**config.mk**
```make
export PLATFORM = sky130hd
export DESIGN_NAME = asm_host
export DESIGN_NICKNAME = d
export VERILOG_FILES = /design/src/rtl/asm_pkg.sv /design/src/rtl/asm_host.sv
export SDC_FILE = /design/constraint.sdc
export NUM_CORES = 1
export LEC_CHECK = 0
export BUFFER_PORTS_ARGS = -buffer_cell sky130_fd_sc_hd__buf_4
export CAP_MARGIN = 25
export CORE_MARGIN = 5
export CORE_UTILIZATION = 45
export DETAILED_ROUTE_END_ITERATION = 8
export PLACE_DENSITY = 0.8
export SYNTH_ARGS = -nofsm -noshare
export SYNTH_HDL_FRONTEND = slang
export SYNTH_SLANG_ARGS = --single-unit
export TNS_END_PERCENT = 5
```
**constraint.sdc**
```tcl
create_clock -name clk -period 1.95 [get_ports clk]
set_input_delay 0.0975 -clock clk [delete_from_list [all_inputs] [get_ports clk]]
set_output_delay 0.0975 -clock clk [all_outputs]
set_load 0.02 [all_outputs]
```
**src/rtl/asm_pkg.sv**
```systemverilog
// Purpose: constants for the host-side controller of a four-lane async sram module
// Assumes: clk at 40 MHz; times in ns with the slower grade figures
// Notes: cycle counts derived from times; least times round up
package asm_pkg;
	localparam int CLK_PERIOD_NS = 25;
	localparam int ADDR_W = 19;
	localparam int LANES = 4;
	localparam int LANE_W = 8;
	localparam int DATA_W = LANES * LANE_W;
	// write cycle times, ns
	localparam int WRITE_CYCLE_NS = 20;
	localparam int ADDR_SETUP_NS = 2;
	localparam int ADDR_VALID_TO_WRITE_END_NS = 14;
	localparam int DATA_SETUP_NS = 9;
	localparam int SELECT_TO_WRITE_END_NS = 12;
	localparam int WRITE_PULSE_NS = 12;
	localparam int DATA_HOLD_NS = 2;
	// read cycle times, ns
	localparam int READ_CYCLE_NS = 20;
	localparam int SELECT_ACCESS_NS = 20;
	localparam int OUT_ENABLE_TO_DATA_VALID_NS = 11;
	localparam int OUT_DISABLE_TO_HIGHZ_NS = 9;
	function automatic int ns2cyc(input int ns);
		int c;
		c = (ns + CLK_PERIOD_NS - 1) / CLK_PERIOD_NS;
		return (c < 1) ? 1 : c;
	endfunction
	localparam int SETUP_CYC = ns2cyc(ADDR_SETUP_NS);
	localparam int PULSE_CYC_A = ns2cyc(ADDR_VALID_TO_WRITE_END_NS);
	localparam int PULSE_CYC_B = ns2cyc(WRITE_PULSE_NS > SELECT_TO_WRITE_END_NS ?
		WRITE_PULSE_NS : SELECT_TO_WRITE_END_NS);
	localparam int PULSE_CYC_C = ns2cyc(DATA_SETUP_NS);
	localparam int WRITE_PULSE_CYC = (PULSE_CYC_A > PULSE_CYC_B) ?
		((PULSE_CYC_A > PULSE_CYC_C) ? PULSE_CYC_A : PULSE_CYC_C) :
		((PULSE_CYC_B > PULSE_CYC_C) ? PULSE_CYC_B : PULSE_CYC_C);
	localparam int HOLD_CYC = ns2cyc(DATA_HOLD_NS);
	localparam int READ_ACC_A = ns2cyc(SELECT_ACCESS_NS);
	localparam int READ_ACC_B = ns2cyc(OUT_ENABLE_TO_DATA_VALID_NS);
	localparam int READ_ACCESS_CYC = (READ_ACC_A > READ_ACC_B) ? READ_ACC_A : READ_ACC_B;
	localparam int TURN_CYC = ns2cyc(OUT_DISABLE_TO_HIGHZ_NS);
	localparam int CNT_W = 4;
	typedef enum logic [2:0] {
		ASM_IDLE = 3'b000,
		ASM_SETUP = 3'b001,
		ASM_PULSE = 3'b011,
		ASM_HOLD = 3'b010,
		ASM_READ = 3'b100,
		ASM_TURN = 3'b110
	} asm_state_e;
endpackage

```
**src/rtl/asm_host.sv**
```systemverilog
// Purpose: host controller driving a four-lane async sram module through its pins
// Assumes: lane selects may be tied per bank outside; one cycle setup, hold and turnaround
// Notes: one request at a time; reqReady high only in idle
//
// Summary of operation
// device writes during select and strobe overlap
// write begins both low, ends first release
// data held past the ending rising edge
// device floats data while output enable high; the bench model drives inverted data instead
// same timing for every bus width
// address valid long enough before write end
// data sampled after output enable access time
// word use: all lane selects driven together
// word use: separate strobe per byte lane
// half-word use: two banks of two lanes
// byte use: up to four single lane banks
// unused lane controls held inactive high
// per-die standby, write, read, disable modes
// each lane responds to own select and strobe
`timescale 1ns/1ps
module asm_host #(
	parameter int ADDR_W = asm_pkg::ADDR_W,
	parameter int LANES = asm_pkg::LANES
)(
	input wire logic clk,
	input wire logic srst,
	input wire logic clkEn,
	// user side
	input wire logic reqValid,
	input wire logic reqWrite,
	input wire logic [ADDR_W-1:0] reqAddr,
	input wire logic [LANES-1:0] reqLanes,
	input wire logic [LANES*8-1:0] reqWdata,
	output logic reqReady,
	output logic rspValid,
	output logic [LANES*8-1:0] rspRdata,
	// module pins
	output logic [ADDR_W-1:0] memAddr,
	output logic [LANES-1:0] lane_select_n,
	output logic [LANES-1:0] lane_write_strobe_n,
	output logic outEnable_n,
	output logic [LANES*8-1:0] memDataOut,
	output logic memDataOe,
	input wire logic [LANES*8-1:0] memDataIn
);
	asm_pkg::asm_state_e state;
	logic [asm_pkg::CNT_W-1:0] cnt;
	logic [LANES-1:0] lanes;
	logic take;
	logic cntDone;
	logic writeLast;
	logic readLast;

	// a zero lane mask would select nothing, so it is never taken
	assign take = (state == asm_pkg::ASM_IDLE) && reqValid && reqReady && (reqLanes != '0);
	assign cntDone = (cnt == '0);
	assign writeLast = (state == asm_pkg::ASM_HOLD) && cntDone;
	assign readLast = (state == asm_pkg::ASM_READ) && cntDone;

	// sequencer
	always_ff @(posedge clk)
	begin
		if (srst)
			state <= asm_pkg::ASM_IDLE;
		else if (clkEn)
		begin
			case (state)
				asm_pkg::ASM_IDLE:
				begin
					if (take && reqWrite)
						state <= asm_pkg::ASM_SETUP;
					else if (take)
						state <= asm_pkg::ASM_READ;
				end
				asm_pkg::ASM_SETUP:
				begin
					if (cntDone)
						state <= asm_pkg::ASM_PULSE;
				end
				asm_pkg::ASM_PULSE:
				begin
					if (cntDone)
						state <= asm_pkg::ASM_HOLD;
				end
				asm_pkg::ASM_HOLD:
				begin
					if (cntDone)
						state <= asm_pkg::ASM_TURN;
				end
				asm_pkg::ASM_READ:
				begin
					if (cntDone)
						state <= asm_pkg::ASM_TURN;
				end
				asm_pkg::ASM_TURN:
				begin
					// lets the module float its outputs before the next drive
					if (cntDone)
						state <= asm_pkg::ASM_IDLE;
				end
				default:
					state <= asm_pkg::ASM_IDLE;
			endcase
		end
	end

	// one counter times every phase; each phase loads the length of the next
	always_ff @(posedge clk)
	begin
		if (srst)
			cnt <= '0;
		else if (clkEn)
		begin
			case (state)
				asm_pkg::ASM_IDLE:
				begin
					if (take && reqWrite)
						cnt <= asm_pkg::CNT_W'(asm_pkg::SETUP_CYC - 1);
					else if (take)
						cnt <= asm_pkg::CNT_W'(asm_pkg::READ_ACCESS_CYC - 1);
				end
				asm_pkg::ASM_SETUP:
				begin
					if (!cntDone)
						cnt <= cnt - 1'b1;
					else
						cnt <= asm_pkg::CNT_W'(asm_pkg::WRITE_PULSE_CYC - 1);
				end
				asm_pkg::ASM_PULSE:
				begin
					if (!cntDone)
						cnt <= cnt - 1'b1;
					else
						cnt <= asm_pkg::CNT_W'(asm_pkg::HOLD_CYC - 1);
				end
				asm_pkg::ASM_HOLD, asm_pkg::ASM_READ:
				begin
					if (!cntDone)
						cnt <= cnt - 1'b1;
					else
						cnt <= asm_pkg::CNT_W'(asm_pkg::TURN_CYC - 1);
				end
				asm_pkg::ASM_TURN:
				begin
					if (!cntDone)
						cnt <= cnt - 1'b1;
				end
				default:
					cnt <= '0;
			endcase
		end
	end

	// ready only in idle, and dropped on the edge that takes a request
	always_ff @(posedge clk)
	begin
		if (srst)
			reqReady <= 1'b0;
		else if (clkEn)
			reqReady <= (state == asm_pkg::ASM_IDLE) && !take;
	end

	// address, lane mask and write data stand for the whole cycle
	always_ff @(posedge clk)
	begin
		if (srst)
		begin
			memAddr <= '0;
			lanes <= '0;
			memDataOut <= '0;
		end
		else if (clkEn && take)
		begin
			memAddr <= reqAddr;
			lanes <= reqLanes;
			if (reqWrite)
				memDataOut <= reqWdata;
		end
	end

	// only requested lanes selected; others stay high
	always_ff @(posedge clk)
	begin
		if (srst)
			lane_select_n <= '1;
		else if (clkEn)
		begin
			if (take)
				lane_select_n <= ~reqLanes;
			else if (writeLast || readLast)
				lane_select_n <= '1;
		end
	end

	// strobe rises first and ends the write; select follows a cycle later
	always_ff @(posedge clk)
	begin
		if (srst)
			lane_write_strobe_n <= '1;
		else if (clkEn)
		begin
			if ((state == asm_pkg::ASM_SETUP) && cntDone)
				lane_write_strobe_n <= ~lanes;
			else if ((state == asm_pkg::ASM_PULSE) && cntDone)
				lane_write_strobe_n <= '1;
		end
	end

	always_ff @(posedge clk)
	begin
		if (srst)
			outEnable_n <= 1'b1;
		else if (clkEn)
		begin
			if (take && !reqWrite)
				outEnable_n <= 1'b0;
			else if (readLast)
				outEnable_n <= 1'b1;
		end
	end

	// data held past the ending edge of the strobe
	always_ff @(posedge clk)
	begin
		if (srst)
			memDataOe <= 1'b0;
		else if (clkEn)
		begin
			if (take && reqWrite)
				memDataOe <= 1'b1;
			else if (writeLast)
				memDataOe <= 1'b0;
		end
	end

	always_ff @(posedge clk)
	begin
		if (srst)
			rspValid <= 1'b0;
		else if (clkEn)
			rspValid <= writeLast || readLast;
	end

	// no synchroniser: the pins stand still for the whole access time before this sample
	always_ff @(posedge clk)
	begin
		if (srst)
			rspRdata <= '0;
		else if (clkEn && readLast)
			rspRdata <= memDataIn;
	end
endmodule

```
==> summary.md, run 1 <==
| Metric | Value |
|---|---|
| Reg2Reg Launch Point | `cnt[0]$_SDFFE_PP0P_` |
| Pleak | `2.70 nW` |
| Yosys reg bits | `106` |
| Total GRT Usage | `23.5%` |
| First-pass detailed-route iteration total | `4` |
| Final critical-path required period | `1850 ps` |
| Fin crit share | `94.7%` |
| Power share of the combinational group | `21.8%` |
| CTS tree | `done` |
| GPL Wtd Cong | `0.831` |
| Synthesized instance count | `500` |
| Slowest CP cell | `or3b_2` |
| Pint | `3.35 mW` |
| Final ANT Viol Nets | `0` |
| Aggregate routed wire length | `13200 um` |
| Clock Latency Late Sink | `360 ps` |
| Max-slew headroom | `65.3%` |
| Routed vias | `4440` |
| Worst setup endpoint | `lane_select_n[0]$_SDFFE_PP1P_` |
| Critical Setup Path Class | `reg -> reg` |
| Initial antenna violation count | `1` |
| Post-synth EDFFs | `0` |
| Root Buffer | `clkbuf_8` |
| Initial Utilization | `46.3%` |
| Final non-filler cell total | `867` |
| Crit path DAT | `2090 ps` |
| Area grow syn2layout | `60.9%` |
| Hold Path Class | `in -> reg` |
| First-pass GRT wire length | `21700 um` |
| CTS Buf Count | `9` |
| Final core occ | `74.5%` |
| Synth cell types | `43` |
| Bufs on Longest Clock Path | `2` |
| Post-DP HPWL | `8750 um` |
| Die ar. | `11000 um2` |
| Vias in the first global route | `4499` |
| RSZ-0062 raised after global routing | `yes` |
| Register area share after synthesis | `52.5%` |
| Worst path required time | `2200 ps` |
| Most frequent cells in the layout | `buf_4 (196), nand2_1 (180), dfxtp_1 (106), a21oi_1 (93), dlygate4sd3_1 (81)` |
| Largest net degree at the start of global routing | `42` |
| Boundary pin count | `187` |
| Mapped Area | `4040 um2` |
| Most common cell after layout, fill and taps aside | `buf_4` |
| CP Capture Type | `register` |
| CTS H-tree lvls | `3` |
| Hold WS | `13.9 ps` |
| Post-synth net total | `594` |
| Max-Cap Viols | `0` |
| Async set-or-reset flop fraction in the synthesized netlist | `0%` |
| Setup WS pre-CTS | `133 ps` |
| Worst path top cell family by delay | `simple AND/OR/NAND/NOR gates` |
| Fmax | `0.542 GHz` |
| Clk pwr share | `28.6%` |
| Reg2reg setup slack | `100 ps` |
| Status | `complete, no violations` |
| Core ar. | `8720 um2` |
| Final hold viol count | `0` |
| Path depth of the worst reg2reg path | `6` |
| CTS sink cnt | `106` |
| Reg-to-reg endpoint | `lane_select_n[0]$_SDFFE_PP1P_` |
| Part of the power in registers | `49.6%` |
| Port Buffers | `186` |
| DR iter-0 viols | `164` |
| Gr ovfl total | `0` |
| Sw Share | `28.3%` |
| Main synth FF type | `dfxtp_1` |
| Setup ws final | `104 ps` |
| Final setup skew | `12.5 ps` |
| Final Max Slew Viols | `0` |
| Routed WL per cell | `15.3 um` |
| Synth warn | `0` |
| CP peak stage delay | `510 ps` |
| Crit. Startpoint | `cnt[0]$_SDFFE_PP0P_` |
| Vias per cell | `5.12` |
| Final Setup Violations | `0` |
| Critical path launch point type | `register` |
| Post-Syn Area per Cell | `8.08 um2` |
| Crit path buf inv count | `1` |
| Die width | `105 um` |
| Net Sw Power | `1.32 mW` |
| Clock Pin Slew Worst Setup and Hold Paths | `90 ps` |
| CP cell instances | `inv_1, ha_1, or3b_2, nor2_1, o21ai_1, mux2_2` |
| Nets@finish | `848` |
| DIE HEIGHT | `105 um` |
| Share of post-route cells with drive strength above 1 | `29.3%` |
| Worst Max-Slew Pin Slew | `521 ps` |
| # Post-CTS Setup Buffers | `0` |
| # rows | `34` |
| Worst-case vdd ir drop | `0.423 mV` |
| Placed insts | `770` |
| Levels on crit path | `6` |
| PwrDens | `718 nW/um2` |
| Max FO, Critical Path | `5` |
| DR DRC count | `0` |
## flip-flops by register name (all words and copies together), names as in the netlist, 3 cells and up
register and cells:
cnt 4, rspRdata 32, lane_select_n 4, memDataOut 32, memAddr 19, state 3
lane_write_strobe_n 4, lanes 4
## power by group through the flow
stage / clock (mW) / combinational, mW / sequential, mW
5_1_grt: 1.45 / 1.10 / 2.33
2_1_floorplan: 0 / 0.401 / 2.44
3_5_place_dp: 0 / 0.872 / 2.36
4_1_cts: 1.37 / 1.01 / 2.31
3_3_place_gp: 0 / 0.848 / 2.36
6_report: 1.33 / 1.02 / 2.32
## cells by family (layout without fill, tap and decap cells)
kind of cell / count (synthesis) / after routing / synth area share (%)
and+or+nand+nor: 229 / 229 / 24.3
xor gates and xnor gates: 1 / 1 / 0.217
buffers and inverters: 41 / 299 / 5.36
adders and majority gates: 2 / 2 / 0.619
muxes: 7 / 7 / 1.77
DFF: 106 / 106 / 52.5
AOI/OAI and AO/OA: 114 / 114 / 15.2
other: 0 / 1 / 0
## Yosys cell counts (2+ instances only)
master	number	area (um2)
a21oi_1	93	465
a21oi_2	2	17.5
a311oi_1	2	17.5
a32oi_1	2	17.5
and4_1	2	17.5
buf_2	11	55.1
buf_4	3	22.5
buf_6	5	56.3
clkbuf_1	17	63.8
dfxtp_1	106	2120
ha_1	2	25.0
inv_1	4	15.0
mux2i_1	6	60.1
nand2_1	180	676
nand3_1	4	20.0
nand4_1	8	50.1
nor2_1	12	45.0
nor2b_1	2	12.5
nor3b_1	2	15.0
nor4_1	2	12.5
o21ai_0	5	25.0
o21ai_1	2	10.0
o22ai_1	2	12.5
o31ai_1	2	15.0
or3_1	4	25.0
or4_1	3	22.5
## through the flow
step	power [mW]	area (um2)	setup TNS, ps
6_report	4.67	6500	0
3_3_place_gp	3.21	5490	0
3_5_place_dp	3.24	5490	0
4_1_cts	4.69	6490	0
2_1_floorplan	2.85	4040	0
5_1_grt	4.89	6500	-1.47
## worst min path at each step
stage,cells after the start,to,from
2_1_floorplan,1,lane_select_n[2]$_SDFFE_PP1P_,reqLanes[2]
3_3_place_gp,2,lane_select_n[2]$_SDFFE_PP1P_,reqLanes[2]
3_5_place_dp,2,lane_select_n[2]$_SDFFE_PP1P_,reqLanes[2]
4_1_cts,3,outEnable_n$_SDFFE_PP1P_,reqWrite
5_1_grt,3,memAddr[8]$_SDFFE_PP0P_,reqAddr[8]
6_report,3,memDataOut[2]$_SDFFE_PP0P_,reqWdata[2]
## cell type report
| type | count | area [um2] |
|---|---|---|
| diodes | 1 | 2.50 |
| clock buffers | 10 | 128 |
| clock inverters | 5 | 63.8 |
| fillers | 595 | 2220 |
| inverters | 5 | 18.8 |
| multi-input cells | 353 | 1710 |
| flip-flops and latches | 106 | 2120 |
| well taps | 108 | 135 |
| repair buffers | 279 | 2320 |
## metal layers
| metal | GRT usage [%] | vias to the layer above | routed length, um |
|---|---|---|---|
| met4 | 10.0 | 0 | 447 |
| met5 | 0 | - | 0 |
| li1 | - | 2178 | - |
| met2 | 42.9 | 157 | 6990 |
| met1 | 26.9 | 2067 | 5160 |
| met3 | 3.95 | 38 | 643 |
## tightest hold or removal path: stages
cell	delay, ps
buf_4	110
nand2_1	60
a21oi_1	50
## what timing repair did
action,CTS,global route
endpoints found under the setup margin,0,14
gates resized for setup,0,2
hold endpoints to repair,82,0
hold buffers,81,0
No activity file was read; power rests on OpenSTA's default activity.
==> run 2, diff against run 1 <==
CORE_UTILIZATION = 46   (was 45)
PLACE_DENSITY = 0.82   (was 0.8)
==> run 2 against run 1 <==
Register-to-register slack got worse by 30 ps. Global-route usage rose by 2.0 points. Sequential share of layout area fell by 0.33 points. Combinational power barely moved. Critical endpoint unchanged. Count of clock-buffer cells in the layout did not move. Largest cell class unchanged.
==> summary.md, run 2 (synthesis results as in run 1) <==
| Metric | Value |
|---|---|
| Status | `complete, no violations` |
| CP peak stage delay | `510 ps` |
| Initial Utilization | `46.8%` |
| Gr ovfl total | `0` |
| Final hold viol count | `0` |
| Vias in the first global route | `4597` |
| Most frequent cells in the layout | `buf_4 (194), nand2_1 (180), dfxtp_1 (106), a21oi_1 (93), dlygate4sd3_1 (85)` |
| Worst path required time | `2200 ps` |
| Routed WL per cell | `16.4 um` |
| Port Buffers | `186` |
| Fmax | `0.533 GHz` |
| Initial antenna violation count | `0` |
| Final Power | `4.83 mW` |
| Max-slew headroom | `68.5%` |
| Die ar. | `10800 um2` |
| Post-DP HPWL | `8640 um` |
| Final instance area | `6560 um2` |
| CTS sink cnt | `106` |
| Crit path buf inv count | `1` |
| Max FO, Critical Path | `5` |
| Clock Latency Late Sink | `350 ps` |
| Clock Pin Slew Worst Setup and Hold Paths | `90 ps` |
| CP cell instances | `inv_1, ha_1, or3b_2, nor2_1, o21ai_1, mux2_2` |
| Worst-case vdd ir drop | `0.483 mV` |
| Critical Setup Path Class | `reg -> reg` |
| GPL Wtd Cong | `0.875` |
| Fillers | `574` |
| First-pass detailed-route iteration total | `5` |
| Final setup skew | `9.51 ps` |
| Inserted Diodes | `0` |
| Final Max Slew Viols | `0` |
| Pleak | `2.73 nW` |
| Slowest CP cell | `or3b_2` |
| Core ar. | `8640 um2` |
| Max-Cap Viols | `0` |
| Aggregate routed wire length | `14200 um` |
| Placed cell area | `5470 um2` |
| Final Setup Violations | `0` |
| Share of post-route cells with drive strength above 1 | `29.0%` |
| Hold Path Class | `in -> reg` |
| CTS Buf Count | `9` |
| Most common cell after layout, fill and taps aside | `buf_4` |
| Fin crit share | `96.2%` |
| Critical path launch point type | `register` |
| Die width | `104 um` |
| Hold WS | `23.6 ps` |
| PwrDens | `735 nW/um2` |
| Largest net degree at the start of global routing | `37` |
| DR DRC count | `0` |
| Worst path top cell family by delay | `simple AND/OR/NAND/NOR gates` |
| RSZ-0062 raised after global routing | `yes` |
| CTS tree | `done` |
| # Post-CTS Setup Buffers | `0` |
| Boundary pin count | `187` |
| DIE HEIGHT | `104 um` |
| Final critical-path required period | `1880 ps` |
| Worst Max-Slew Pin Slew | `469 ps` |
| Nets@finish | `850` |
| Final core occ | `76.0%` |
| CP Capture Type | `register` |
| Final ANT Viol Nets | `0` |
| Routed vias | `4578` |
| Bufs on Longest Clock Path | `2` |
| Placed insts | `768` |
| CTS H-tree lvls | `3` |
| Root Buffer | `clkbuf_8` |
| DR iter-0 viols | `213` |
| First-pass GRT wire length | `22900 um` |
| Total GRT Usage | `25.5%` |
| # rows | `34` |
| Final non-filler cell total | `867` |
| Largest registers | `memDataOut: 32 flops, rspRdata: 32 flops, memAddr: 19 flops` |
| Crit path DAT | `2120 ps` |
| Vias per cell | `5.28` |
| Area grow syn2layout | `62.5%` |
[run 2: report_power, final]
part	total, mW	leakage [nW]	internal [mW]	switching (mW)
logic	1.03	1.77	0.494	0.532
registers	2.33	0.857	2.26	0.0760
clock network	1.47	0.105	0.750	0.717
[run 2: area by class of cell]
cell class / count / area, um2 / share of cell area [%]
Clock buffer: 10 / 138 / 2.10
Clock inverter: 4 / 76.3 / 1.16
Inverter: 5 / 18.8 / 0.286
Multi-Input combinational cell: 353 / 1730 / 26.3
Sequential cell: 106 / 2120 / 32.3
Tap cell: 108 / 135 / 2.06
Timing Repair Buffer: 281 / 2350 / 35.8
[run 2: per-layer routing]
layer  wire [um]  part of all wire [%]  vias up  global-route usage (%)
met5           0                     0        -                       0
met4         568                   4.0        0                    11.5
met3         821                   5.8       53                    6.28
met2        7710                    54      208                    47.2
met1        5140                    36     2137                    27.0
li1            -                     -     2180                       -
[run 2: final timing paths]
kind | from | endpoint | slack (ps) | cells past startpoint
min | reqWdata[7] | memDataOut[7]$_SDFFE_PP0P_ | 20 | 3
max reg2reg | cnt[0]$_SDFFE_PP0P_ | lane_select_n[0]$_SDFFE_PP1P_ | 70 | 6
max | cnt[0]$_SDFFE_PP0P_ | lane_select_n[0]$_SDFFE_PP1P_ | 70 | 6
min reg2reg | rspRdata[23]$_SDFFE_PP0P_ | rspRdata[23]$_SDFFE_PP0P_ | 460 | 2
[run 2: metrics by stage]
| stage | TNS (ps) | worst slack, ps |
|---|---|---|
| final | 0 | 74.2 |
| after global routing | -18.8 | -18.8 |
| after CTS | 0 | 98.7 |
| after detailed placement | 0 | 131 |
| after global placement | 0 | 198 |
| after floorplan | 0 | 270 |
[run 2: timing repair]
| action | CTS | global route |
|---|---|---|
| hold endpoints to repair | 86 | 0 |
| gates resized for setup | 0 | 4 |
| hold buffers | 85 | 0 |
| endpoints found under the setup margin | 0 | 7 |
[run 2: worst reg2reg max path: cells and delay by family (launching register included)]
kind                       cells  cell delay [ps]
muxes                          1              330
and+or+nand+nor                2              680
adders and majority gates      1              150
buffers and inverters          1               80
AOI/OAI and AO/OA              1              200
DFF                            1              330
==> run 3, diff against run 2 <==
CORE_ASPECT_RATIO = 1.4   (was not set)
CORE_UTILIZATION = 42   (was 46)
PLACE_DENSITY = 0.79   (was 0.82)
clock period = 1.7 ns   (was 1.95 ns; I/O delays follow)
==> run 3 against run 2 <==
Critical path depth grew 1. First-iteration DRC count shrank 25%. Flip-flop and latch count is the same. Global-route usage shrank 3.1 points. Non-clock buffer count shrank 1. Design area grew 0.84%. Clock power grew 29%. Sequential power grew 15%. Combinational power grew 20%.
==> summary.md, run 3 (synthesis results as in run 1) <==
| Metric | Value |
|---|---|
| Pleak | `2.77 nW` |
| Initial antenna violation count | `0` |
| Gr ovfl total | `0` |
| Crit path DAT | `1970 ps` |
| Final hold viol count | `0` |
| Max FO, Critical Path | `6` |
| Worst Max-Slew Pin Slew | `472 ps` |
| CP Capture Type | `register` |
| Routed WL per cell | `15.4 um` |
| CTS Buf Count | `9` |
| DIE HEIGHT | `126 um` |
| Final instance area | `6620 um2` |
| Final Setup Violations | `0` |
| Port Buffers | `186` |
| Clock Latency Late Sink | `340 ps` |
| Die width | `92.9 um` |
| DR DRC count | `0` |
| CTS tree | `done` |
| Worst path required time | `1970 ps` |
| Final critical-path required period | `1700 ps` |
| Critical path launch point type | `register` |
| Fin crit share | `99.8%` |
| PwrDens | `877 nW/um2` |
| CTS sink cnt | `106` |
| First-pass detailed-route iteration total | `4` |
| Initial Utilization | `42.7%` |
| Max-slew headroom | `68.2%` |
| Die ar. | `11700 um2` |
| Most frequent cells in the layout | `buf_4 (204), nand2_1 (180), dfxtp_1 (104), a21oi_1 (92), dlygate4sd3_1 (72)` |
| Largest registers | `memDataOut: 32 flops, rspRdata: 32 flops, memAddr: 19 flops` |
| First-pass GRT wire length | `21200 um` |
| Hold Path Class | `in -> reg` |
| Max-Cap Viols | `0` |
| Bufs on Longest Clock Path | `2` |
| Share of post-route cells with drive strength above 1 | `31.2%` |
| Critical Setup Path Class | `reg -> reg` |
| Boundary pin count | `187` |
| GPL Wtd Cong | `0.902` |
| Fmax | `0.590 GHz` |
| Final ANT Viol Nets | `0` |
| Final Power | `5.81 mW` |
| Root Buffer | `clkbuf_16` |
| Area grow syn2layout | `63.9%` |
| Final setup skew | `6.30 ps` |
| Largest net degree at the start of global routing | `44` |
| Most common cell after layout, fill and taps aside | `buf_4` |
| Routed vias | `4464` |
| Vias per cell | `5.14` |
| RSZ-0062 raised after global routing | `yes` |
| Status | `complete, no violations` |
| Worst-case vdd ir drop | `0.638 mV` |
| Post-DP HPWL | `8810 um` |
| Nets@finish | `849` |
| Final Max Slew Viols | `0` |
| CTS H-tree lvls | `3` |
| # rows | `42` |
| Core ar. | `9460 um2` |
| Clock Pin Slew Worst Setup and Hold Paths | `70 ps` |
| DR iter-0 viols | `159` |
| Inserted Diodes | `0` |
| Placed cell area | `5580 um2` |
| Aggregate routed wire length | `13400 um` |
| Vias in the first global route | `4444` |
| Total GRT Usage | `22.4%` |
-- run 3: cell types whose count changed in the layout (fill, tap and decap cells not counted), sizes merged --
cell and change:
buf +12, clkinvlp +1, clkbuf +1, clkinv +2
inv -1, bufinv -2, dlygate4sd3 -13
-- run 3: critical path, stage by stage, from the launching register on --
cell	delay, ps
dfxtp_2	330
inv_1	50
ha_1	210
or3b_4	260
o21ai_2	80
buf_4	160
or4_4	420
a21oi_2	120
-- run 3: metrics by stage --
step	instances	TNS, ps	setup slack (ps)	hold slack, ps	utilization, %
after floorplan	500	0	19.6	204	-
after global placement	781	0	46.6	322	59.0
after detailed placement	781	-185	-49.7	330	59.0
after CTS	869	0	2.76	0.185	69.8
after global routing	869	-123	-39.6	0.956	70.0
final	869	0	3.85	6.81	70.0
-- run 3: layout make-up --
class                   count  area (um2)
inverters                   5        18.8
clock buffers              11         243
repair buffers            280        2330
clock inverters             4        28.8
well taps                 110         138
multi-input cells         353        1730
fillers                   691        2840
flip-flops and latches    106        2120
-- run 3: path summary, 6_finish.rpt --
kind	start	to	slack [ps]	cells after the start
hold / removal	reqAddr[12]	memAddr[12]$_SDFFE_PP0P_	7	3
setup reg to reg	cnt[0]$_SDFFE_PP0P_	cnt[2]$_SDFFE_PP0P_	4	7
setup / recovery	cnt[0]$_SDFFE_PP0P_	cnt[2]$_SDFFE_PP0P_	4	7
hold reg to reg	memDataOut[17]$_SDFFE_PP0P_	memDataOut[17]$_SDFFE_PP0P_	460	2
-- run 3: layer usage --
layer	track usage, %	wire (um)
met4	8.80	311
met1	23.6	4960
met5	0	0
met3	6.80	1150
met2	41.0	6930
-- run 3: what timing repair did --
item	4_1_cts	5_1_grt
pin swaps	1	0
resized for setup	7	3
setup endpoints to repair	9	68
hold buffers	72	0
setup buffers	1	0
endpoints found under the hold margin	72	0
cloned	0	0
-- run 3: report_power, final --
group	internal, mW	leakage (nW)	switching (mW)	total (mW)
Combinational	0.622	1.79	0.618	1.24
Sequential	2.59	0.858	0.0746	2.67
Clock	1.03	0.128	0.874	1.90
Total	4.24	2.77	1.57	5.81
